==> config.mk <==
export PLATFORM = sky130hd
export DESIGN_NAME = ucss_core
export DESIGN_NICKNAME = d
export VERILOG_FILES = /design/src/design/ucss_pkg.sv /design/src/design/ucss_core.sv
export VERILOG_INCLUDE_DIRS = /design/src /design/src/design
export SDC_FILE = /design/constraint.sdc
export NUM_CORES = 1
export LEC_CHECK = 0
export BUFFER_PORTS_ARGS = -buffer_cell sky130_fd_sc_hd__buf_2
export CAP_MARGIN = 20
export CORE_UTILIZATION = 55
export DETAILED_ROUTE_END_ITERATION = 16
export PLACE_DENSITY_LB_ADDON = 0.15
export SLEW_MARGIN = 20
export SYNTH_ARGS = -nofsm -noshare
export SYNTH_HDL_FRONTEND = slang
export SYNTH_SLANG_ARGS = --single-unit
==> constraint.sdc <==
create_clock -name i_sys_clk -period 2.8 [get_ports i_sys_clk]
set_clock_uncertainty 0.2 [all_clocks]
set_input_delay 0.14 -clock i_sys_clk [delete_from_list [all_inputs] [get_ports i_sys_clk]]
set_output_delay 0.14 -clock i_sys_clk [all_outputs]
set_load 0.02 [all_outputs]
==> src/design/ucss_defs.svh <==
// register offsets, bit positions and reset values of the serial channel block
`ifndef UCSS_DEFS_SVH
`define UCSS_DEFS_SVH
`define UCSS_ADDR_W 6
`define UCSS_OFS_START 6'h00
`define UCSS_OFS_STOP 6'h04
`define UCSS_OFS_TXST 6'h08
`define UCSS_OFS_TXDATA 6'h0C
`define UCSS_OFS_RXST 6'h10
`define UCSS_OFS_RXDATA 6'h14
`define UCSS_OFS_ERRCLR 6'h18
`define UCSS_OFS_CTRL 6'h1C
`define UCSS_OFS_DIV 6'h20
`define UCSS_OFS_IRQST 6'h24
`define UCSS_OFS_IRQMSK 6'h28
`define UCSS_OFS_OPFLAG 6'h2C
`define UCSS_CH_TX 0
`define UCSS_CH_RX 1
`define UCSS_CLR_FE 2
`define UCSS_CLR_PE 1
`define UCSS_CLR_OV 0
`define UCSS_CTRL_RXE 0
`define UCSS_CTRL_PAREN 1
`define UCSS_CTRL_PARODD 2
`define UCSS_IRQ_TXDONE 0
`define UCSS_IRQ_RXDONE 1
`define UCSS_IRQ_RXERR 2
`define UCSS_DIV_RST 16'h01B2
`define UCSS_LAST_BIT 3'h7
`endif

==> src/design/ucss_pkg.sv <==
// types shared by the serial channel block
package ucss_pkg;
   typedef struct packed {
      logic zero7;
      logic tsf;
      logic bff;
      logic [1:0] zero43;
      logic fef;
      logic pef;
      logic ovf;
   } ucss_status_t;
   typedef enum logic [2:0] {
      SER_IDLE,
      SER_START,
      SER_DATA,
      SER_PAR,
      SER_STOP
   } ucss_ser_state_t;
endpackage : ucss_pkg

==> src/design/ucss_core.sv <==
// two-channel uart with start/stop triggers, status and avalon-mm registers
//
// The placing of the registers and the Avalon-MM register port are this design's own decisions.
`include "ucss_defs.svh"
module ucss_core #(
   parameter int DIV_W = 16
) (
   // clock, reset, enable
   input wire logic i_sys_clk,
   input wire logic i_sys_rst,
   input wire logic i_clk_en,
   // avalon-mm slave
   input wire logic [`UCSS_ADDR_W-1:0] i_avs_address,
   input wire logic i_avs_read,
   input wire logic i_avs_write,
   input wire logic [31:0] i_avs_writedata,
   input wire logic [3:0] i_avs_byteenable,
   output logic [31:0] o_avs_readdata,
   output logic o_avs_waitrequest,
   // serial pins
   input wire logic i_rxd,
   output logic o_txd,
   // interrupt and channel state
   output logic o_irq,
   output logic [1:0] o_operating
);
   // bus and control state
   logic rd_ack_reg, rd_ack_next;
   logic [31:0] rdata_reg, rdata_next;
   logic [1:0] op_reg, op_next;
   logic [2:0] ctrl_reg, ctrl_next;
   logic [DIV_W-1:0] div_reg, div_next;
   logic [2:0] irq_st_reg, irq_st_next;
   logic [2:0] irq_msk_reg, irq_msk_next;
   logic wr_en, rd_take;
   logic [7:0] wbyte;
   logic [31:0] rmux;
   // transmit state
   ucss_pkg::ucss_ser_state_t tx_st_reg, tx_st_next;
   logic [DIV_W-1:0] tx_cnt_reg, tx_cnt_next;
   logic [7:0] tx_sh_reg, tx_sh_next;
   logic [7:0] tx_buf_reg, tx_buf_next;
   logic [2:0] tx_bit_reg, tx_bit_next;
   logic tx_bff_reg, tx_bff_next;
   logic tx_par_reg, tx_par_next;
   logic txd_reg, txd_next;
   logic ev_tx;
   // receive state
   ucss_pkg::ucss_ser_state_t rx_st_reg, rx_st_next;
   logic [DIV_W-1:0] rx_cnt_reg, rx_cnt_next;
   logic [7:0] rx_sh_reg, rx_sh_next;
   logic [7:0] rx_data_reg, rx_data_next;
   logic [2:0] rx_bit_reg, rx_bit_next;
   logic rx_full_reg, rx_full_next;
   logic rx_par_reg, rx_par_next;
   logic fef_reg, fef_next;
   logic pef_reg, pef_next;
   logic ovf_reg, ovf_next;
   logic ev_rx, ev_err;
   ucss_pkg::ucss_status_t tx_status, rx_status;

   // bus strobes
   assign o_avs_waitrequest = ~i_clk_en | (i_avs_read & ~rd_ack_reg);
   assign wr_en = i_clk_en & i_avs_write & i_avs_byteenable[0];
   assign rd_take = i_clk_en & i_avs_read & rd_ack_reg;
   assign wbyte = i_avs_writedata[7:0];
   assign o_avs_readdata = rdata_reg;
   assign o_txd = txd_reg;
   assign o_operating = op_reg;
   assign o_irq = |(irq_st_reg & irq_msk_reg);

   always_comb begin
      tx_status = '0;
      tx_status.tsf = (tx_st_reg != ucss_pkg::SER_IDLE);
      tx_status.bff = tx_bff_reg;
      rx_status = '0;
      rx_status.tsf = (rx_st_reg != ucss_pkg::SER_IDLE);
      rx_status.bff = rx_full_reg;
      rx_status.fef = fef_reg;
      rx_status.pef = pef_reg;
      rx_status.ovf = ovf_reg;
   end

   always_comb begin
      rmux = '0;
      unique case (i_avs_address)
         `UCSS_OFS_TXST: rmux[7:0] = tx_status;
         `UCSS_OFS_TXDATA: rmux[7:0] = tx_buf_reg;
         `UCSS_OFS_RXST: rmux[7:0] = rx_status;
         `UCSS_OFS_RXDATA: rmux[7:0] = rx_data_reg;
         `UCSS_OFS_CTRL: rmux[2:0] = ctrl_reg;
         `UCSS_OFS_DIV: rmux[DIV_W-1:0] = div_reg;
         `UCSS_OFS_IRQST: rmux[2:0] = irq_st_reg;
         `UCSS_OFS_IRQMSK: rmux[2:0] = irq_msk_reg;
         `UCSS_OFS_OPFLAG: rmux[1:0] = op_reg;
         default: rmux = '0;
      endcase
   end

   // bus, control and interrupt next values
   always_comb begin
      rd_ack_next = i_avs_read & ~rd_ack_reg;
      rdata_next = rdata_reg;
      op_next = op_reg;
      ctrl_next = ctrl_reg;
      div_next = div_reg;
      irq_msk_next = irq_msk_reg;
      irq_st_next = irq_st_reg;
      if (i_avs_read & ~rd_ack_reg) begin
         rdata_next = rmux;
      end
      if (wr_en) begin
         unique case (i_avs_address)
            `UCSS_OFS_START: begin
               op_next = op_reg | wbyte[1:0];
            end
            `UCSS_OFS_STOP: begin
               op_next = op_reg & ~wbyte[1:0];
            end
            `UCSS_OFS_CTRL: ctrl_next = wbyte[2:0];
            `UCSS_OFS_DIV: div_next = i_avs_writedata[DIV_W-1:0];
            `UCSS_OFS_IRQMSK: irq_msk_next = wbyte[2:0];
            default: begin
            end
         endcase
      end
      if (rd_take && i_avs_address == `UCSS_OFS_IRQST) begin
         irq_st_next = '0;
      end
      irq_st_next[`UCSS_IRQ_TXDONE] = irq_st_next[`UCSS_IRQ_TXDONE] | ev_tx;
      irq_st_next[`UCSS_IRQ_RXDONE] = irq_st_next[`UCSS_IRQ_RXDONE] | ev_rx;
      irq_st_next[`UCSS_IRQ_RXERR] = irq_st_next[`UCSS_IRQ_RXERR] | ev_err;
   end

   always_ff @(posedge i_sys_clk) begin
      if (i_sys_rst) begin
         rd_ack_reg <= 1'b0;
         rdata_reg <= '0;
         op_reg <= '0;
         ctrl_reg <= '0;
         div_reg <= DIV_W'(`UCSS_DIV_RST);
         irq_st_reg <= '0;
         irq_msk_reg <= '0;
      end else if (i_clk_en) begin
         rd_ack_reg <= rd_ack_next;
         rdata_reg <= rdata_next;
         op_reg <= op_next;
         ctrl_reg <= ctrl_next;
         div_reg <= div_next;
         irq_st_reg <= irq_st_next;
         irq_msk_reg <= irq_msk_next;
      end
   end

   // transmit channel next values
   always_comb begin
      tx_st_next = tx_st_reg;
      tx_cnt_next = tx_cnt_reg;
      tx_sh_next = tx_sh_reg;
      tx_buf_next = tx_buf_reg;
      tx_bit_next = tx_bit_reg;
      tx_bff_next = tx_bff_reg;
      tx_par_next = tx_par_reg;
      txd_next = txd_reg;
      ev_tx = 1'b0;
      if (op_reg[`UCSS_CH_TX]) begin
         unique case (tx_st_reg)
            ucss_pkg::SER_IDLE: begin
               if (tx_bff_reg) begin
                  tx_sh_next = tx_buf_reg;
                  tx_par_next = ^tx_buf_reg ^ ctrl_reg[`UCSS_CTRL_PARODD];
                  tx_bff_next = 1'b0;
                  txd_next = 1'b0;
                  tx_cnt_next = div_reg;
                  tx_st_next = ucss_pkg::SER_START;
               end
            end
            default: begin
               if (tx_cnt_reg != '0) begin
                  tx_cnt_next = tx_cnt_reg - 1'b1;
               end else begin
                  tx_cnt_next = div_reg;
                  unique case (tx_st_reg)
                     ucss_pkg::SER_START: begin
                        txd_next = tx_sh_reg[0];
                        tx_bit_next = '0;
                        tx_st_next = ucss_pkg::SER_DATA;
                     end
                     ucss_pkg::SER_DATA: begin
                        if (tx_bit_reg == `UCSS_LAST_BIT) begin
                           if (ctrl_reg[`UCSS_CTRL_PAREN]) begin
                              txd_next = tx_par_reg;
                              tx_st_next = ucss_pkg::SER_PAR;
                           end else begin
                              txd_next = 1'b1;
                              tx_st_next = ucss_pkg::SER_STOP;
                           end
                        end else begin
                           tx_sh_next = {1'b0, tx_sh_reg[7:1]};
                           txd_next = tx_sh_reg[1];
                           tx_bit_next = tx_bit_reg + 1'b1;
                        end
                     end
                     ucss_pkg::SER_PAR: begin
                        txd_next = 1'b1;
                        tx_st_next = ucss_pkg::SER_STOP;
                     end
                     default: begin
                        ev_tx = 1'b1;
                        tx_st_next = ucss_pkg::SER_IDLE;
                     end
                  endcase
               end
            end
         endcase
      end
      if (wr_en && i_avs_address == `UCSS_OFS_TXDATA) begin
         tx_buf_next = wbyte;
         tx_bff_next = 1'b1;
      end
   end

   always_ff @(posedge i_sys_clk) begin
      if (i_sys_rst) begin
         tx_st_reg <= ucss_pkg::SER_IDLE;
         tx_cnt_reg <= '0;
         tx_sh_reg <= '0;
         tx_buf_reg <= '0;
         tx_bit_reg <= '0;
         tx_bff_reg <= 1'b0;
         tx_par_reg <= 1'b0;
         txd_reg <= 1'b1;
      end else if (i_clk_en) begin
         tx_st_reg <= tx_st_next;
         tx_cnt_reg <= tx_cnt_next;
         tx_sh_reg <= tx_sh_next;
         tx_buf_reg <= tx_buf_next;
         tx_bit_reg <= tx_bit_next;
         tx_bff_reg <= tx_bff_next;
         tx_par_reg <= tx_par_next;
         txd_reg <= txd_next;
      end
   end

   // receive channel next values
   always_comb begin
      rx_st_next = rx_st_reg;
      rx_cnt_next = rx_cnt_reg;
      rx_sh_next = rx_sh_reg;
      rx_data_next = rx_data_reg;
      rx_bit_next = rx_bit_reg;
      rx_full_next = rx_full_reg;
      rx_par_next = rx_par_reg;
      fef_next = fef_reg;
      pef_next = pef_reg;
      ovf_next = ovf_reg;
      ev_rx = 1'b0;
      ev_err = 1'b0;
      if (rd_take && i_avs_address == `UCSS_OFS_RXDATA) begin
         rx_full_next = 1'b0;
      end
      if (wr_en && i_avs_address == `UCSS_OFS_ERRCLR) begin
         if (wbyte[`UCSS_CLR_FE]) begin
            fef_next = 1'b0;
         end
         if (wbyte[`UCSS_CLR_PE]) begin
            pef_next = 1'b0;
         end
         if (wbyte[`UCSS_CLR_OV]) begin
            ovf_next = 1'b0;
         end
      end
      if (op_reg[`UCSS_CH_RX] & ctrl_reg[`UCSS_CTRL_RXE]) begin
         unique case (rx_st_reg)
            ucss_pkg::SER_IDLE: begin
               if (!i_rxd) begin
                  rx_cnt_next = div_reg >> 1;
                  rx_st_next = ucss_pkg::SER_START;
               end
            end
            default: begin
               if (rx_cnt_reg != '0) begin
                  rx_cnt_next = rx_cnt_reg - 1'b1;
               end else begin
                  rx_cnt_next = div_reg;
                  unique case (rx_st_reg)
                     ucss_pkg::SER_START: begin
                        rx_bit_next = '0;
                        rx_par_next = ctrl_reg[`UCSS_CTRL_PARODD];
                        rx_st_next = i_rxd ? ucss_pkg::SER_IDLE : ucss_pkg::SER_DATA;
                     end
                     ucss_pkg::SER_DATA: begin
                        rx_sh_next = {i_rxd, rx_sh_reg[7:1]};
                        rx_par_next = rx_par_reg ^ i_rxd;
                        rx_bit_next = rx_bit_reg + 1'b1;
                        if (rx_bit_reg == `UCSS_LAST_BIT) begin
                           rx_st_next = ctrl_reg[`UCSS_CTRL_PAREN] ? ucss_pkg::SER_PAR : ucss_pkg::SER_STOP;
                        end
                     end
                     ucss_pkg::SER_PAR: begin
                        if (rx_par_reg ^ i_rxd) begin
                           pef_next = 1'b1;
                           ev_err = 1'b1;
                        end
                        rx_st_next = ucss_pkg::SER_STOP;
                     end
                     default: begin
                        if (!i_rxd) begin
                           fef_next = 1'b1;
                           ev_err = 1'b1;
                        end
                        if (rx_full_next) begin
                           ovf_next = 1'b1;
                           ev_err = 1'b1;
                        end
                        rx_data_next = rx_sh_reg;
                        rx_full_next = 1'b1;
                        ev_rx = 1'b1;
                        rx_st_next = ucss_pkg::SER_IDLE;
                     end
                  endcase
               end
            end
         endcase
      end
   end

   always_ff @(posedge i_sys_clk) begin
      if (i_sys_rst) begin
         rx_st_reg <= ucss_pkg::SER_IDLE;
         rx_cnt_reg <= '0;
         rx_sh_reg <= '0;
         rx_data_reg <= '0;
         rx_bit_reg <= '0;
         rx_full_reg <= 1'b0;
         rx_par_reg <= 1'b0;
         fef_reg <= 1'b0;
         pef_reg <= 1'b0;
         ovf_reg <= 1'b0;
      end else if (i_clk_en) begin
         rx_st_reg <= rx_st_next;
         rx_cnt_reg <= rx_cnt_next;
         rx_sh_reg <= rx_sh_next;
         rx_data_reg <= rx_data_next;
         rx_bit_reg <= rx_bit_next;
         rx_full_reg <= rx_full_next;
         rx_par_reg <= rx_par_next;
         fef_reg <= fef_next;
         pef_reg <= pef_next;
         ovf_reg <= ovf_next;
      end
   end
endmodule : ucss_core

Word-level counts from Yosys, hierarchy flattened
Cells that the tools add are included.
- register bits after elaboration: 128
- input port bits: 48
- output and inout port bits: 37
- logic and storage cells: 203
- $add $sub $neg: 4
- eq/ne operators: 27
- mux-type cells: 83
- bitwise gates (word level): 23
- reductions and logical operators: 41
- operator list (kind ; number):
    two-way mux 16 bit ; 6
    two-way mux 1 bit ; 48
    two-way mux 8 bit ; 6
    two-way mux 3 bit ; 11
    nonzero test 16 bit ; 2
    subtractor 16 x 1 -> 16 bit (second input constant) ; 2
    AND reduction 5 bit ; 6
    one-hot mux 5 bit (5 select lines) ; 1
    equality test 6 x 5 -> 1 bit (second input constant) ; 4
    equality test 6 bit (second input constant) ; 4
    AND reduction 3 bit ; 7
    one-hot mux 3 bit (3 select lines) ; 2
    one-hot mux 2 bit (8 select lines) ; 1
    equality test 3 x 2 -> 1 bit (second input constant) ; 4
    equality test 6 x 4 -> 1 bit (second input constant) ; 2
    one-hot mux 3 bit (2 select lines) ; 2
    AND reduction 6 bit ; 2
    nonzero test 2 bit ; 6
    OR reduction 3 bit ; 3
    XOR reduction 8 bit ; 1
    NOT 1 bit ; 7
    one-hot mux 1 bit (7 select lines) ; 1
    adder 3 x 1 -> 3 bit (second input constant) ; 2
    AND 1 bit ; 6
    other kinds (24) ; 42

Logic depth before layout (Yosys ltp)
Gate-level depths: netlist (run 1).
- word-level depth: 10
- mapped depth: 10
- gate-level depth less buffers: 7

Worst setup path before layout (run 1)
OpenSTA, ideal clock, no wires.
- kind: flip-flop to flip-flop
- start point: register tx_cnt_reg[0]
- end point: register tx_bit_reg[0]
- setup time: 0.070 ns
- arrival time: 2.153 ns
- required time: 2.530 ns
- slack: 0.376 ns
- stages on the path, launching flop included: 9
- path buffers: 2
- period minus slack after synthesis: 2.424 ns
- cells stage by stage: dfxtp_1 inv_1 ha_1 or4b_1 buf_2 or4_1 buf_2 or3_1 a21oi_1
- cells in the longest elaborated chain, start to end: 3
- ends and longest elaborated chain (what ; RTL line ; source):
    start: declaration ; ucss_core.sv:40 ; logic [DIV_W-1:0] tx_cnt_reg, tx_cnt_next;
    start signal: assignment ; ucss_core.sv:235 ; tx_cnt_reg <= tx_cnt_next;
    nonzero test 16 bit ; ucss_core.sv:179 ; if (tx_cnt_reg != '0) begin
    NOT 1 bit (no line) ; n/a ;
    AND reduction 6 bit (no line) ; n/a ;
    end signal: assignment ; ucss_core.sv:238 ; tx_bit_reg <= tx_bit_next;
    end: declaration ; ucss_core.sv:43 ; logic [2:0] tx_bit_reg, tx_bit_next;
No other way between the ends.
A chain may end at the register's enable or synchronous reset.

Final worst setup path (run 1)
Same ends and word-level chain as after synthesis.

==> results of run 1 <==
## what timing repair did
action	CTS	global route
resized for setup	0	0
endpoints found under the hold margin	67	0
hold buffers	24	0
## metal layers
layer	GRT usage, %	vias up	share of wire (%)	routed length, um
li1	-	3205	-	-
met1	42.5	3263	45	8790
met2	51.8	273	47	9200
met3	5.73	36	6.3	1220
met4	10.9	0	1.8	345
met5	0	-	0	0
## Yosys cell counts (12+ instances only)
library cell               count  share of area [%]
sky130_fd_sc_hd__nor3_1       17                1.3
sky130_fd_sc_hd__a21oi_1      75                5.5
sky130_fd_sc_hd__nand2_1     142                7.9
sky130_fd_sc_hd__a211oi_1     20                2.2
sky130_fd_sc_hd__nand3_1      30                2.2
sky130_fd_sc_hd__mux2i_1      19                2.8
sky130_fd_sc_hd__inv_1        13               0.72
sky130_fd_sc_hd__buf_4        16                1.8
sky130_fd_sc_hd__dfxtp_1     128                 38
sky130_fd_sc_hd__xnor2_1      12                1.6
sky130_fd_sc_hd__nor2_1       76                4.2
sky130_fd_sc_hd__o21ai_0      35                2.6
sky130_fd_sc_hd__nand4_1      12                1.1
sky130_fd_sc_hd__clkbuf_1     48                2.7
sky130_fd_sc_hd__buf_2        12               0.89
## kinds of logic after synthesis
| group | after synthesis | share of synthesized area, % |
|---|---|---|
| and+or+nand+nor | 373 | 27.4 |
| buffers and inverters | 89 | 6.04 |
| muxes | 22 | 3.47 |
| xor gates and xnor gates | 18 | 2.53 |
| DFF | 128 | 37.8 |
| AOI/OAI and AO/OA | 220 | 21.2 |
| other | 1 | 0.0553 |
| adders and majority gates | 8 | 1.48 |
## worst max-delay path, delay by kind of cell (launching register included)
family | cells | cell delay [ns]
fa+ha+maj | 1 | 0.14
flops | 1 | 0.35
compound gates | 1 | 0.14
buf+inv | 1 | 0.09
simple gates | 3 | 1.58
## metrics by stage
stage	utilization, %	instances	hold slack, ns	setup WS, ns
floorplan	-	874	0.0640	0.376
global placement	59.4	1024	0.166	0.332
detailed placement	59.4	1024	0.175	0.274
CTS	66.4	1079	0.0108	0.245
global route	66.4	1079	0.0597	0.0228
finish	66.4	1079	0.0283	0.224
## worst max-delay path by stage
stage,slack [ns],from,endpoint
2_1_floorplan,0.38,tx_cnt_reg[0],tx_bit_reg[0]
3_3_place_gp,0.33,tx_cnt_reg[0],tx_bit_reg[0]
3_5_place_dp,0.27,tx_cnt_reg[0],tx_bit_reg[0]
4_1_cts,0.24,tx_cnt_reg[0],tx_bit_reg[0]
5_1_grt,0.02,rx_cnt_reg[0],rx_data_reg[3]
6_report,0.22,tx_cnt_reg[0],tx_bit_reg[0]
## where the power goes
group | switching [uW] | internal (uW) | total, uW
Combinational | 150 | 73.4 | 223
Clock | 833 | 1400 | 2230
Sequential | 6.16 | 1830 | 1840
## cell type report
class | count | area share [%]
multi-input combinational | 657 | 48.5
sequential | 128 | 32.2
timing repair buffer | 103 | 8.95
clock buffer | 23 | 6.12
tap | 147 | 2.31
clock inverter | 8 | 1.32
inverter | 13 | 0.612
==> impl_table.tex, run 1 <==
\begin{tabular}{lr}
\hline
Metric & Value \\
\hline
\multicolumn{2}{l}{\textbf{Outcome}} \\
\quad Run status & finished with violations \\
\quad Failing checks & DRC \\
\multicolumn{2}{l}{\textbf{Critical path}} \\
\quad Arrival @ worst endpoint & approximately 2.7 ns \\
\quad R2R Setup Slk & roughly 0.22 ns \\
\quad Required arrival time at the worst endpoint & between 2 and 3 ns \\
\quad RR Endpoint & tx\_bit\_reg[0] \\
\quad Slowest library cell on the worst path & sky130\_fd\_sc\_hd\_\_or4\_1 \\
\quad Maximum single-stage delay on the critical path & roughly 0.65 ns \\
\quad Critical path start-end classification & reg2reg \\
\quad Highest fanout seen on the critical path & 6 \\
\quad Crit path launch type & flop \\
\quad Chain of cells forming the critical path & inv\_1 -> ha\_1 -> or4b\_1 -> or4\_1 -> or3\_1 -> a21oi\_1 \\
\quad Worst Reg-to-Reg Cells & 6 \\
\quad Critical Path End Type & flop \\
\quad Worst flop-to-flop path startpoint & tx\_cnt\_reg[0] \\
\multicolumn{2}{l}{\textbf{Timing}} \\
\quad Max Freq & a little under 0.4 GHz \\
\quad Relative slew margins & 47.5\% \\
\quad Fin crit share & 92.0\% \\
\quad Worst Tran Pin Value & roughly 0.78 ns \\
\quad Count of final hold-check violations & 0 \\
\quad Total negative setup slack & 0 ns \\
\quad Number of max-slew violations in the final report & 0 \\
\quad \# setup viols final & 0 \\
\quad Unrepaired setup endpoints after global routing & false \\
\quad Time the final worst path needs with I/O delays and setup & between 2 and 3 ns \\
\multicolumn{2}{l}{\textbf{Die}} \\
\quad Vertical die dimension & around 110 um \\
\quad Initial Util & 56.4\% \\
\quad Num ports & between 80 and 90 \\
\quad Die Wd & 113 um \\
\quad CORE AREA & 12000 um\^{}2 \\
\quad Cell Rows & 40 \\
\quad Total die area & 12800 um\^{}2 \\
\multicolumn{2}{l}{\textbf{Power and ir drop}} \\
\quad VDD IR max & about 0.00045 V \\
\quad Pwr Density & approximately 540 nW/um\^{}2 \\
\quad Overall Power & $\sim$4300 uW \\
\quad Cell leakage power & between 0.002 and 0.003 uW \\
\multicolumn{2}{l}{\textbf{Detailed routing}} \\
\quad Detailed Routing Iterations Pass 1 & 11 \\
\quad WL final & just under 20000 um \\
\quad Average wire per cell in the routed design & about 18 um \\
\quad Remaining antenna violation count after routing & 0 \\
\quad Initial detailed-routing violation count & about 660 \\
\quad Vias after detailed routing & 6777 \\
\quad Number of vias per cell after detailed routing & 6.28 \\
\quad Detailed-route DRC error count & 1 \\
\multicolumn{2}{l}{\textbf{Layout}} \\
\quad Combined area of the multi-input logic cells & between 3000 and 4000 um\^{}2 \\
\quad Net count, final & 976 \\
\quad Leading cell type in the layout, fill and taps excluded & sky130\_fd\_sc\_hd\_\_nand2\_1 \\
\quad Synth-to-Final Area Change & 17.6\% \\
\quad ANT cells & 0 \\
\quad Most frequent cells in the layout & sky130\_fd\_sc\_hd\_\_nand2\_1 (142), sky130\_fd\_sc\_hd\_\_dfxtp\_1 (128), sky130\_fd\_sc\_hd\_\_nor2\_1 (76), sky130\_fd\_sc\_hd\_\_a21oi\_1 (74), sky130\_fd\_sc\_hd\_\_buf\_2 (48) \\
\quad Fraction of final layout cells sized beyond drive strength 1 & 14.5\% \\
\quad Cell area after layout & around 8000 um\^{}2 \\
\quad Filler instances & between 1k and 1.5k \\
\quad Sequential cell area & 2560 um\^{}2 \\
\multicolumn{2}{l}{\textbf{Clock network}} \\
\quad Bufs on Longest Clock Path & 2 \\
\quad Clock insertion delay at the later pin of the skew report & 0.42 ns \\
\quad CTS HTree Levels & 4 \\
\quad CTS Root Cell & sky130\_fd\_sc\_hd\_\_clkbuf\_16 \\
\quad TritonCTS clock tree & done \\
\quad Number of setup buffers added after CTS & 0 \\
\quad Clock sink count & between 100 and 150 \\
\quad Cts bufs inserted & 17 \\
\quad Clock slew at reported path FFs & around 0.060 ns \\
\multicolumn{2}{l}{\textbf{Global routing}} \\
\quad Congestion Overflow GR & 0 \\
\quad Largest net degree at the start of global routing & 55 \\
\quad Overall global routing resource usage & a little under a third \\
\quad Via count of the first global-routing pass & between 6k and 7k \\
\quad Number of antenna violations at the first check in global routing & 0 \\
\quad First-pass GRT wire length & 32100 um \\
\multicolumn{2}{l}{\textbf{Synth}} \\
\quad Fraction of the yosys area taken by sequential cells & $\sim$38\% \\
\quad Synth warn & 0 \\
\quad Number of synthesized register bits & 128 \\
\quad Mean cell area of the mapped netlist & between 7 and 8 um\^{}2 \\
\quad Post-Syn Instances & approximately 860 \\
\quad Number of flops mapped to enable cells by yosys & 0 \\
\quad Number of distinct library cells after synthesis & 71 \\
\quad Netlist Area Pre-Place & roughly 6800 um\^{}2 \\
\quad Flip-flop cell with the highest count after synthesis & sky130\_fd\_sc\_hd\_\_dfxtp\_1 \\
\quad Ys async rst share & 0\% \\
\multicolumn{2}{l}{\textbf{Hold path}} \\
\quad WHS Path Cells & 3 \\
\quad Path class of the lowest-slack min-delay path & in2reg \\
\quad Worst hold start & i\_avs\_address[3] \\
\quad Hold endpoint & o\_avs\_readdata[6] \\
\multicolumn{2}{l}{\textbf{Placement}} \\
\quad Number of buffers added on ports & a little under 50 \\
\quad Post-Place Cell Area & roughly 7100 um\^{}2 \\
\quad Half-perimeter wire length of the detailed placement result & around 14000 um \\
\quad Global placer's final weighted congestion & 0.969 \\
\multicolumn{2}{l}{\textbf{Job}} \\
\quad Count of maximum capacitance violations & 0 \\
\hline
\end{tabular}
Note: power is estimated with default switching activity, not from simulation.
==> run 2, diff against run 1 <==
--- a/config.mk
+++ b/config.mk
@@ -6,6 +6,7 @@
 export SDC_FILE = /design/constraint.sdc
 export NUM_CORES = 1
 export LEC_CHECK = 0
+export ABC_AREA = 1
 export BUFFER_PORTS_ARGS = -buffer_cell sky130_fd_sc_hd__buf_2
 export CAP_MARGIN = 20
 export CORE_UTILIZATION = 55
==> constraint.sdc (replaced) <==
create_clock -name i_sys_clk -period 2.8 [get_ports i_sys_clk]
set_clock_uncertainty 0.2 [all_clocks]
set_input_delay 0 -clock i_sys_clk [delete_from_list [all_inputs] [get_ports i_sys_clk]]
set_output_delay 0 -clock i_sys_clk [all_outputs]
set_load 0.02 [all_outputs]
==> run 2 against run 1 <==
  * The run now ends clean
  * Hold slack better by 0.029 ns
  * Clock power shrank 4%
  * Highest routed layer unchanged
  * Sequential cell count unchanged
  * Design area increased by 3.1%
  * Count of clock-buffer cells in the layout rose by 1
  * Combinational power down 9.0%
  * Non-clock buffer count decreased by 9
  * Maximum frequency shrank 0.30%
  * Critical path depth grew 3
  * Sequential share of layout area is 0.95 points lower
==> impl_table.tex, run 2 <==
\begin{tabular}{lr}
\hline
Metric & Value \\
\hline
\multicolumn{2}{l}{\textbf{Critical path}} \\
\quad Critical path start-end classification & in2reg \\
\quad Chain of cells forming the critical path & dlygate4sd3\_1 -> buf\_2 -> nand3\_1 -> inv\_1 -> nand3\_1 -> dlygate4sd3\_1 -> o21ai\_0 -> a21oi\_1 -> dlygate4sd3\_1 \\
\quad Critical Path End Type & flop \\
\quad CP dominant cell by count & sky130\_fd\_sc\_hd\_\_dlygate4sd3\_1 \\
\quad Slowest library cell on the worst path & sky130\_fd\_sc\_hd\_\_dlygate4sd3\_1 \\
\quad Maximum single-stage delay on the critical path & 0.57 ns \\
\quad Arrival @ worst endpoint & around 2.7 ns \\
\quad Highest fanout seen on the critical path & 6 \\
\quad Required arrival time at the worst endpoint & 2.90 ns \\
\quad Crit path launch type & primary input \\
\multicolumn{2}{l}{\textbf{Clock network}} \\
\quad Clock slew at reported path FFs & $\sim$0.05 ns \\
\quad Bufs on Longest Clock Path & 2 \\
\quad Gates resized, CTS repair & 0 \\
\quad CTS Root Cell & sky130\_fd\_sc\_hd\_\_clkbuf\_16 \\
\quad CTS HTree Levels & 4 \\
\quad Clock sink count & 128 \\
\quad Cts bufs inserted & 17 \\
\quad TritonCTS clock tree & done \\
\quad Clock insertion delay at the later pin of the skew report & about 0.42 ns \\
\multicolumn{2}{l}{\textbf{Synth}} \\
\quad Area share of xor/xnor cells in the synthesized design & under 10\% \\
\quad Adder-Cell Fraction of Synth Area & under 10\% \\
\quad Fraction of the yosys area taken by sequential cells & between 30\% and 40\% \\
\quad Most repeated cell in the gate-level netlist after synthesis & sky130\_fd\_sc\_hd\_\_nand2\_1 \\
\quad Post-Syn Instances & around 1.0k \\
\quad Number of distinct library cells after synthesis & 44 \\
\quad Number of synthesized register bits & 128 \\
\quad Area share of the leading cell type in the synthesized netlist & a little under two fifths \\
\quad Ys async rst share & 0\% \\
\quad Top cells by count, synth & sky130\_fd\_sc\_hd\_\_nand2\_1 (226), sky130\_fd\_sc\_hd\_\_nor2\_1 (155), sky130\_fd\_sc\_hd\_\_dfxtp\_1 (128), sky130\_fd\_sc\_hd\_\_inv\_1 (108), sky130\_fd\_sc\_hd\_\_a21oi\_1 (103) \\
\quad Synth warn & 0 \\
\quad Combinational family with the most area after synthesis & simple AND/OR/NAND/NOR gates \\
\quad Flip-flop cell with the highest count after synthesis & sky130\_fd\_sc\_hd\_\_dfxtp\_1 \\
\quad Number of flops mapped to enable cells by yosys & 0 \\
\quad Netlist Area Pre-Place & approximately 7000 um\^{}2 \\
\quad Multiplexer share of the synthesized area & less than 1\% \\
\quad Basic-gate share of the synthesized area counting and, or, nand and nor cells & between 30\% and 40\% \\
\quad Mean cell area of the mapped netlist & around 6.7 um\^{}2 \\
\quad Top cells by area, synth & sky130\_fd\_sc\_hd\_\_dfxtp\_1 (37\%), sky130\_fd\_sc\_hd\_\_nand2\_1 (12\%), sky130\_fd\_sc\_hd\_\_nor2\_1 (8.3\%), sky130\_fd\_sc\_hd\_\_a21oi\_1 (7.4\%), sky130\_fd\_sc\_hd\_\_o21ai\_0 (7.0\%) \\
\quad Synth area leader & sky130\_fd\_sc\_hd\_\_dfxtp\_1 \\
\quad Compound-gate portion of the synthesized area & 18.0\% \\
\multicolumn{2}{l}{\textbf{Global routing}} \\
\quad Largest net degree at the start of global routing & 43 \\
\quad Number of antenna violations at the first check in global routing & 0 \\
\quad Congestion Overflow GR & 0 \\
\quad First-pass GRT wire length & roughly 30000 um \\
\quad Overall global routing resource usage & between 30\% and 40\% \\
\quad Via count of the first global-routing pass & 6438 \\
\multicolumn{2}{l}{\textbf{Detailed routing}} \\
\quad Number of vias per cell after detailed routing & between 5 and 6 \\
\quad Average wire per cell in the routed design & between 10 and 15 um \\
\quad Remaining antenna violation count after routing & 0 \\
\quad Initial detailed-routing violation count & between 500 and 600 \\
\quad Vias after detailed routing & 6913 \\
\quad WL final & approximately 19000 um \\
\quad Detailed Routing Iterations Pass 1 & 6 \\
\quad Detailed-route DRC error count & 0 \\
\multicolumn{2}{l}{\textbf{Timing}} \\
\quad Unrepaired setup endpoints after global routing & false \\
\quad \# setup viols final & 0 \\
\quad Number of max-slew violations in the final report & 0 \\
\quad Total negative setup slack & 0 ns \\
\quad Count of final hold-check violations & 0 \\
\quad Fin crit share & 92.3\% \\
\quad Smallest setup slack after layout & about 0.22 ns \\
\quad Time the final worst path needs with I/O delays and setup & between 2 and 3 ns \\
\quad Max Freq & between 0.3 and 0.4 GHz \\
\multicolumn{2}{l}{\textbf{Die}} \\
\quad Num ports & between 80 and 90 \\
\quad Die Wd & between 100 and 150 um \\
\quad Vertical die dimension & 115 um \\
\quad Cell Rows & 40 \\
\quad CORE AREA & roughly 12000 um\^{}2 \\
\quad Total die area & 13100 um\^{}2 \\
\quad Initial Util & 57.3\% \\
\multicolumn{2}{l}{\textbf{Layout}} \\
\quad Fraction of final layout cells sized beyond drive strength 1 & a little under an eighth \\
\quad Synth-to-Final Area Change & 17.8\% \\
\quad Filler instances & 1125 \\
\quad Leading cell type in the layout, fill and taps excluded & sky130\_fd\_sc\_hd\_\_nand2\_1 \\
\quad Cell area after layout & between 8000 and 9000 um\^{}2 \\
\quad ANT cells & 0 \\
\quad Net count, final & $\sim$1.2k \\
\quad Core occupancy in the finished layout & 67.5\% \\
\quad Most frequent cells in the layout & sky130\_fd\_sc\_hd\_\_nand2\_1 (226), sky130\_fd\_sc\_hd\_\_nor2\_1 (155), sky130\_fd\_sc\_hd\_\_dfxtp\_1 (128), sky130\_fd\_sc\_hd\_\_inv\_1 (107), sky130\_fd\_sc\_hd\_\_a21oi\_1 (103) \\
\multicolumn{2}{l}{\textbf{Hold path}} \\
\quad Path class of the lowest-slack min-delay path & in2reg \\
\multicolumn{2}{l}{\textbf{Placement}} \\
\quad Post-Place Cell Area & about 7300 um\^{}2 \\
\quad Number of buffers added on ports & $\sim$50 \\
\quad Minimum setup slack after placement & between 0.7 and 0.8 ns \\
\quad Half-perimeter wire length of the detailed placement result & around 13000 um \\
\quad Global placer's final weighted congestion & around 0.93 \\
\multicolumn{2}{l}{\textbf{Outcome}} \\
\quad Run status & completed \\
\multicolumn{2}{l}{\textbf{Power and ir drop}} \\
\quad VDD IR max & approximately 0.00068 V \\
\quad Pwr Density & between 500 and 600 nW/um\^{}2 \\
\quad Cell leakage power & 0.00377 uW \\
\multicolumn{2}{l}{\textbf{Job}} \\
\quad Count of maximum capacitance violations & 0 \\
\hline
\end{tabular}
==> run 2: cell count changes after synthesis, sizes merged, moves of 18 or more <==
| cell | delta |
|---|---|
| inv | +105 |
| mux2i | -18 |
| nand2 | +92 |
| o21ai | +67 |
| nor2 | +93 |
| nor4 | -18 |
| a211oi | -19 |
| clkbuf | -36 |
| nand3 | +29 |
| a21oi | +29 |
==> run 2: kinds of logic (layout without fill, tap and decap cells) <==
family | after synthesis | after routing
other | 1 | 16
AND/OR/NAND/NOR | 486 | 486
adder cells (fa/ha/maj) | 8 | 8
buffers and inverters | 163 | 243
multiplexers | 1 | 1
flip-flops | 128 | 128
AO/OA/AOI/OAI | 233 | 233
XOR/XNOR | 23 | 23
==> run 2: worst max-delay path, delay by kind of cell <==
kind,cells,cell delay (ns)
buf+inv,5,2.09
simple gates,2,0.37
compound gates,2,0.21
==> run 2: cell type report <==
| type | instances | area, um^2 | share of cell area (%) |
|---|---|---|---|
| Sequential cell | 128 | 2560 | 31.2 |
| Multi-Input combinational cell | 767 | 3750 | 45.7 |
| Tap cell | 168 | 210 | 2.56 |
| Inverter | 119 | 447 | 5.44 |
| Timing Repair Buffer | 94 | 676 | 8.23 |
| Clock buffer | 24 | 482 | 5.86 |
| Clock inverter | 6 | 82.6 | 1.01 |
==> run 2: final timing paths <==
check | start | end | slack (ns) | cells after the start
setup reg to reg | tx_st_reg[2] | tx_sh_reg[7] | 0.68 | 8
setup / recovery | i_clk_en | flop | 0.22 | 9
hold reg to reg | rx_sh_reg[0] | rx_data_reg[0] | 0.26 | 2
hold / removal | i_avs_byteenable[0] | div_reg[0] | 0.06 | 4
==> run 2: what timing repair did <==
action	in CTS	in global routing
endpoints found under the hold margin	105	0
hold buffers	37	0
endpoints found under the setup margin	0	0
buffers inserted	0	0
==> run 2: power by group <==
part           leakage (uW)  internal [uW]  switching, uW
sequential          0.00103           1830           7.18
combinational       0.00246           70.8            132
clock              0.000276           1360            766
==> run 2: through the flow <==
| step | hold slack, ns | power [uW] | instances |
|---|---|---|---|
| 3_3_place_gp | 0.0252 | 2050 | 1239 |
| 2_1_floorplan | -0.0784 | 2000 | 1058 |
| 6_report | 0.0571 | 4180 | 1306 |
| 3_5_place_dp | 0.0338 | 2050 | 1239 |
| 4_1_cts | 0.0158 | 4190 | 1306 |
| 5_1_grt | 0.0595 | 4310 | 1306 |
==> run 2: routing by layer <==
| metal | share of wire (%) | routed length [um] | GRT usage, % | vias to the layer above |
|---|---|---|---|---|
| met5 | 0 | 0 | 0 | - |
| met4 | 2.4 | 446 | 11.2 | 0 |
| met3 | 6.4 | 1210 | 6.19 | 33 |
| met2 | 46 | 8720 | 50.5 | 237 |
| met1 | 45 | 8410 | 38.5 | 3133 |
| li1 | - | - | - | 3510 |
==> run 3, diff against run 2 <==
--- a/config.mk
+++ b/config.mk
@@ -12,6 +12,8 @@
 export CORE_UTILIZATION = 55
 export DETAILED_ROUTE_END_ITERATION = 16
 export PLACE_DENSITY_LB_ADDON = 0.15
+export SETUP_SLACK_MARGIN = 0.5
+export SKIP_LAST_GASP = 1
 export SLEW_MARGIN = 20
 export SYNTH_ARGS = -nofsm -noshare
 export SYNTH_HDL_FRONTEND = slang
==> run 3 against run 2 <==
  * Final cell count is 0.38% higher
  * Non-clock buffer count rose by 4
  * Global-route usage increased by 0.057 points
  * Register-to-register slack about the same
  * Wire length grew 0.37%
  * Sequential power is essentially flat
  * Power is essentially flat
  * First-iteration DRC count fell by 2.3%
  * Design area up 0.55%
  * Critical path depth rose by 1
  * Highest routed layer unchanged
==> impl_table.tex, run 3 (synthesis results as in run 2) <==
\begin{tabular}{lr}
\hline
Metric & Value \\
\hline
\multicolumn{2}{l}{\textbf{Outcome}} \\
\quad Run status & completed \\
\multicolumn{2}{l}{\textbf{Critical path}} \\
\quad Critical path start-end classification & in2reg \\
\quad Arrival @ worst endpoint & between 2 and 2.5 ns \\
\quad Highest fanout seen on the critical path & 4 \\
\quad R2R Setup Slk & between 0.6 and 0.7 ns \\
\quad Worst Reg-to-Reg Cells & 8 \\
\quad RR Endpoint & tx\_sh\_reg[7] \\
\quad Required arrival time at the worst endpoint & a little under 3 ns \\
\quad Worst flop-to-flop path startpoint & tx\_st\_reg[2] \\
\quad Critical Path End Type & flop \\
\quad Crit path launch type & primary input \\
\multicolumn{2}{l}{\textbf{Detailed routing}} \\
\quad Detailed Routing Iterations Pass 1 & 5 \\
\quad Vias after detailed routing & around 7.0k \\
\quad Remaining antenna violation count after routing & 0 \\
\quad Routed length on met1 & $\sim$8000 um \\
\quad Detailed-route DRC error count & 0 \\
\quad Number of vias per cell after detailed routing & $\sim$5.3 \\
\quad Initial detailed-routing violation count & 521 \\
\quad WL final & around 19000 um \\
\quad Met3 routed WL & between 1000 and 1500 um \\
\quad Total length of routed met2 wires & between 8000 and 9000 um \\
\quad DR top layer & met4 \\
\quad Average wire per cell in the routed design & around 14 um \\
\multicolumn{2}{l}{\textbf{Clock network}} \\
\quad Clock slew at reported path FFs & 0.05 ns \\
\quad Clock insertion delay at the later pin of the skew report & $\sim$0.42 ns \\
\quad CTS HTree Levels & 4 \\
\quad TritonCTS clock tree & done \\
\quad Cts bufs inserted & 17 \\
\quad CTS Root Cell & sky130\_fd\_sc\_hd\_\_clkbuf\_16 \\
\quad Bufs on Longest Clock Path & 2 \\
\quad Clock sink count & approximately 130 \\
\multicolumn{2}{l}{\textbf{Die}} \\
\quad CORE AREA & 12200 um\^{}2 \\
\quad Total die area & 13100 um\^{}2 \\
\quad Die Wd & 115 um \\
\quad Num ports & 85 \\
\quad Initial Util & 57.3\% \\
\quad Vertical die dimension & $\sim$110 um \\
\quad Cell Rows & 40 \\
\multicolumn{2}{l}{\textbf{Global routing}} \\
\quad Number of antenna violations at the first check in global routing & 0 \\
\quad Via count of the first global-routing pass & roughly 6.5k \\
\quad First-pass GRT wire length & roughly 31000 um \\
\quad Largest net degree at the start of global routing & 43 \\
\quad Congestion Overflow GR & 0 \\
\quad Overall global routing resource usage & a little under a third \\
\multicolumn{2}{l}{\textbf{Timing}} \\
\quad Time the final worst path needs with I/O delays and setup & $\sim$2.2 ns \\
\quad Total negative setup slack & 0 ns \\
\quad Smallest setup slack after layout & 0.585 ns \\
\quad Number of max-slew violations in the final report & 0 \\
\quad Worst hold margin & approximately 0.036 ns \\
\quad Max Freq & between 0.4 and 0.5 GHz \\
\quad Count of final hold-check violations & 0 \\
\quad Fin crit share & about 79\% \\
\quad Unrepaired setup endpoints after global routing & false \\
\quad \# setup viols final & 0 \\
\multicolumn{2}{l}{\textbf{Hold path}} \\
\quad WHS Path Cells & 7 \\
\quad Path class of the lowest-slack min-delay path & in2reg \\
\quad Hold endpoint & irq\_msk\_reg[0] \\
\quad Worst hold start & i\_avs\_address[1] \\
\multicolumn{2}{l}{\textbf{Layout}} \\
\quad ANT cells & 0 \\
\quad Net count, final & approximately 1.2k \\
\quad Most frequent cells in the layout & sky130\_fd\_sc\_hd\_\_nand2\_1 (225), sky130\_fd\_sc\_hd\_\_nor2\_1 (154), sky130\_fd\_sc\_hd\_\_dfxtp\_1 (128), sky130\_fd\_sc\_hd\_\_inv\_1 (106), sky130\_fd\_sc\_hd\_\_a21oi\_1 (103) \\
\quad Core occupancy in the finished layout & about two thirds \\
\quad Leading cell type in the layout, fill and taps excluded & sky130\_fd\_sc\_hd\_\_nand2\_1 \\
\quad Synth-to-Final Area Change & 18.4\% \\
\quad Fraction of final layout cells sized beyond drive strength 1 & roughly 13\% \\
\multicolumn{2}{l}{\textbf{Power and ir drop}} \\
\quad Pwr Density & 505 nW/um\^{}2 \\
\quad Cell leakage power & about 0.0038 uW \\
\quad Overall Power & about 4200 uW \\
\quad VDD IR max & 0.000676 V \\
\multicolumn{2}{l}{\textbf{Job}} \\
\quad Count of maximum capacitance violations & 0 \\
\multicolumn{2}{l}{\textbf{Placement}} \\
\quad Global placer's final weighted congestion & between 0.9 and 1 \\
\quad Half-perimeter wire length of the detailed placement result & around 13000 um \\
\quad Minimum setup slack after placement & 0.718 ns \\
\quad Number of buffers added on ports & between 40 and 50 \\
\hline
\end{tabular}
[run 3: cell types whose count changed in the layout (fill, tap and decap cells not counted), sizes merged]
cell,delta
nor2,+1
dlygate4sd3,-1
buf,+5
[run 3: layout make-up]
class	instances	area, um^2
Inverter	119	449
Sequential cell	128	2560
Tap cell	168	210
Timing Repair Buffer	98	703
Clock buffer	24	482
Clock inverter	6	82.6
Multi-Input combinational cell	768	3770
Fill cell	1121	3900
[run 3: where the power goes]
group	internal [uW]	total (uW)	switching, uW
combinational	70.6	204	134
sequential	1830	1840	7.11
clock	1360	2130	764
[run 3: routing by layer]
layer / GRT usage [%] / vias to the layer above
met1: 38.4 / 3154
met5: 0 / -
met2: 49.7 / 244
met4: 12.6 / 0
met3: 6.78 / 47
li1: - / 3532
[run 3: repair_timing]
action                                  CTS  global route
resized for setup                         0             8
hold buffers                             37             0
setup buffers                             0             5
hold endpoints to repair                105             0
endpoints found under the setup margin    0             3
[run 3: critical path, stage by stage]
cell and delay (ns):
sky130_fd_sc_hd__dlygate4sd3_1 0.52, sky130_fd_sc_hd__buf_2 0.15, sky130_fd_sc_hd__inv_2 0.06, sky130_fd_sc_hd__nand2_2 0.07
sky130_fd_sc_hd__nor2_2 0.14, sky130_fd_sc_hd__nand3_1 0.07, sky130_fd_sc_hd__dlygate4sd3_1 0.57, sky130_fd_sc_hd__o21ai_1 0.12
sky130_fd_sc_hd__a21oi_1 0.05, sky130_fd_sc_hd__dlygate4sd3_1 0.55
[run 3: worst max path at each step]
stage                           startpoint           end  slack, ns
final                     i_avs_address[3]          flop       0.59
after global routing         tx_cnt_reg[4]  tx_sh_reg[7]       0.51
after CTS                 i_avs_address[3]   div_reg[11]       0.51
after detailed placement      tx_st_reg[2]  tx_sh_reg[5]       0.72
after global placement       tx_cnt_reg[5]  tx_sh_reg[4]       0.77
after floorplan              rx_cnt_reg[0]  rx_sh_reg[0]       1.08
[run 3: per-stage QoR]
step / area [um^2] / cells
floorplan: 7030 / 1058
global placement: 7280 / 1239
detailed placement: 7280 / 1239
CTS: 8210 / 1306
global route: 8260 / 1311
finish: 8260 / 1311
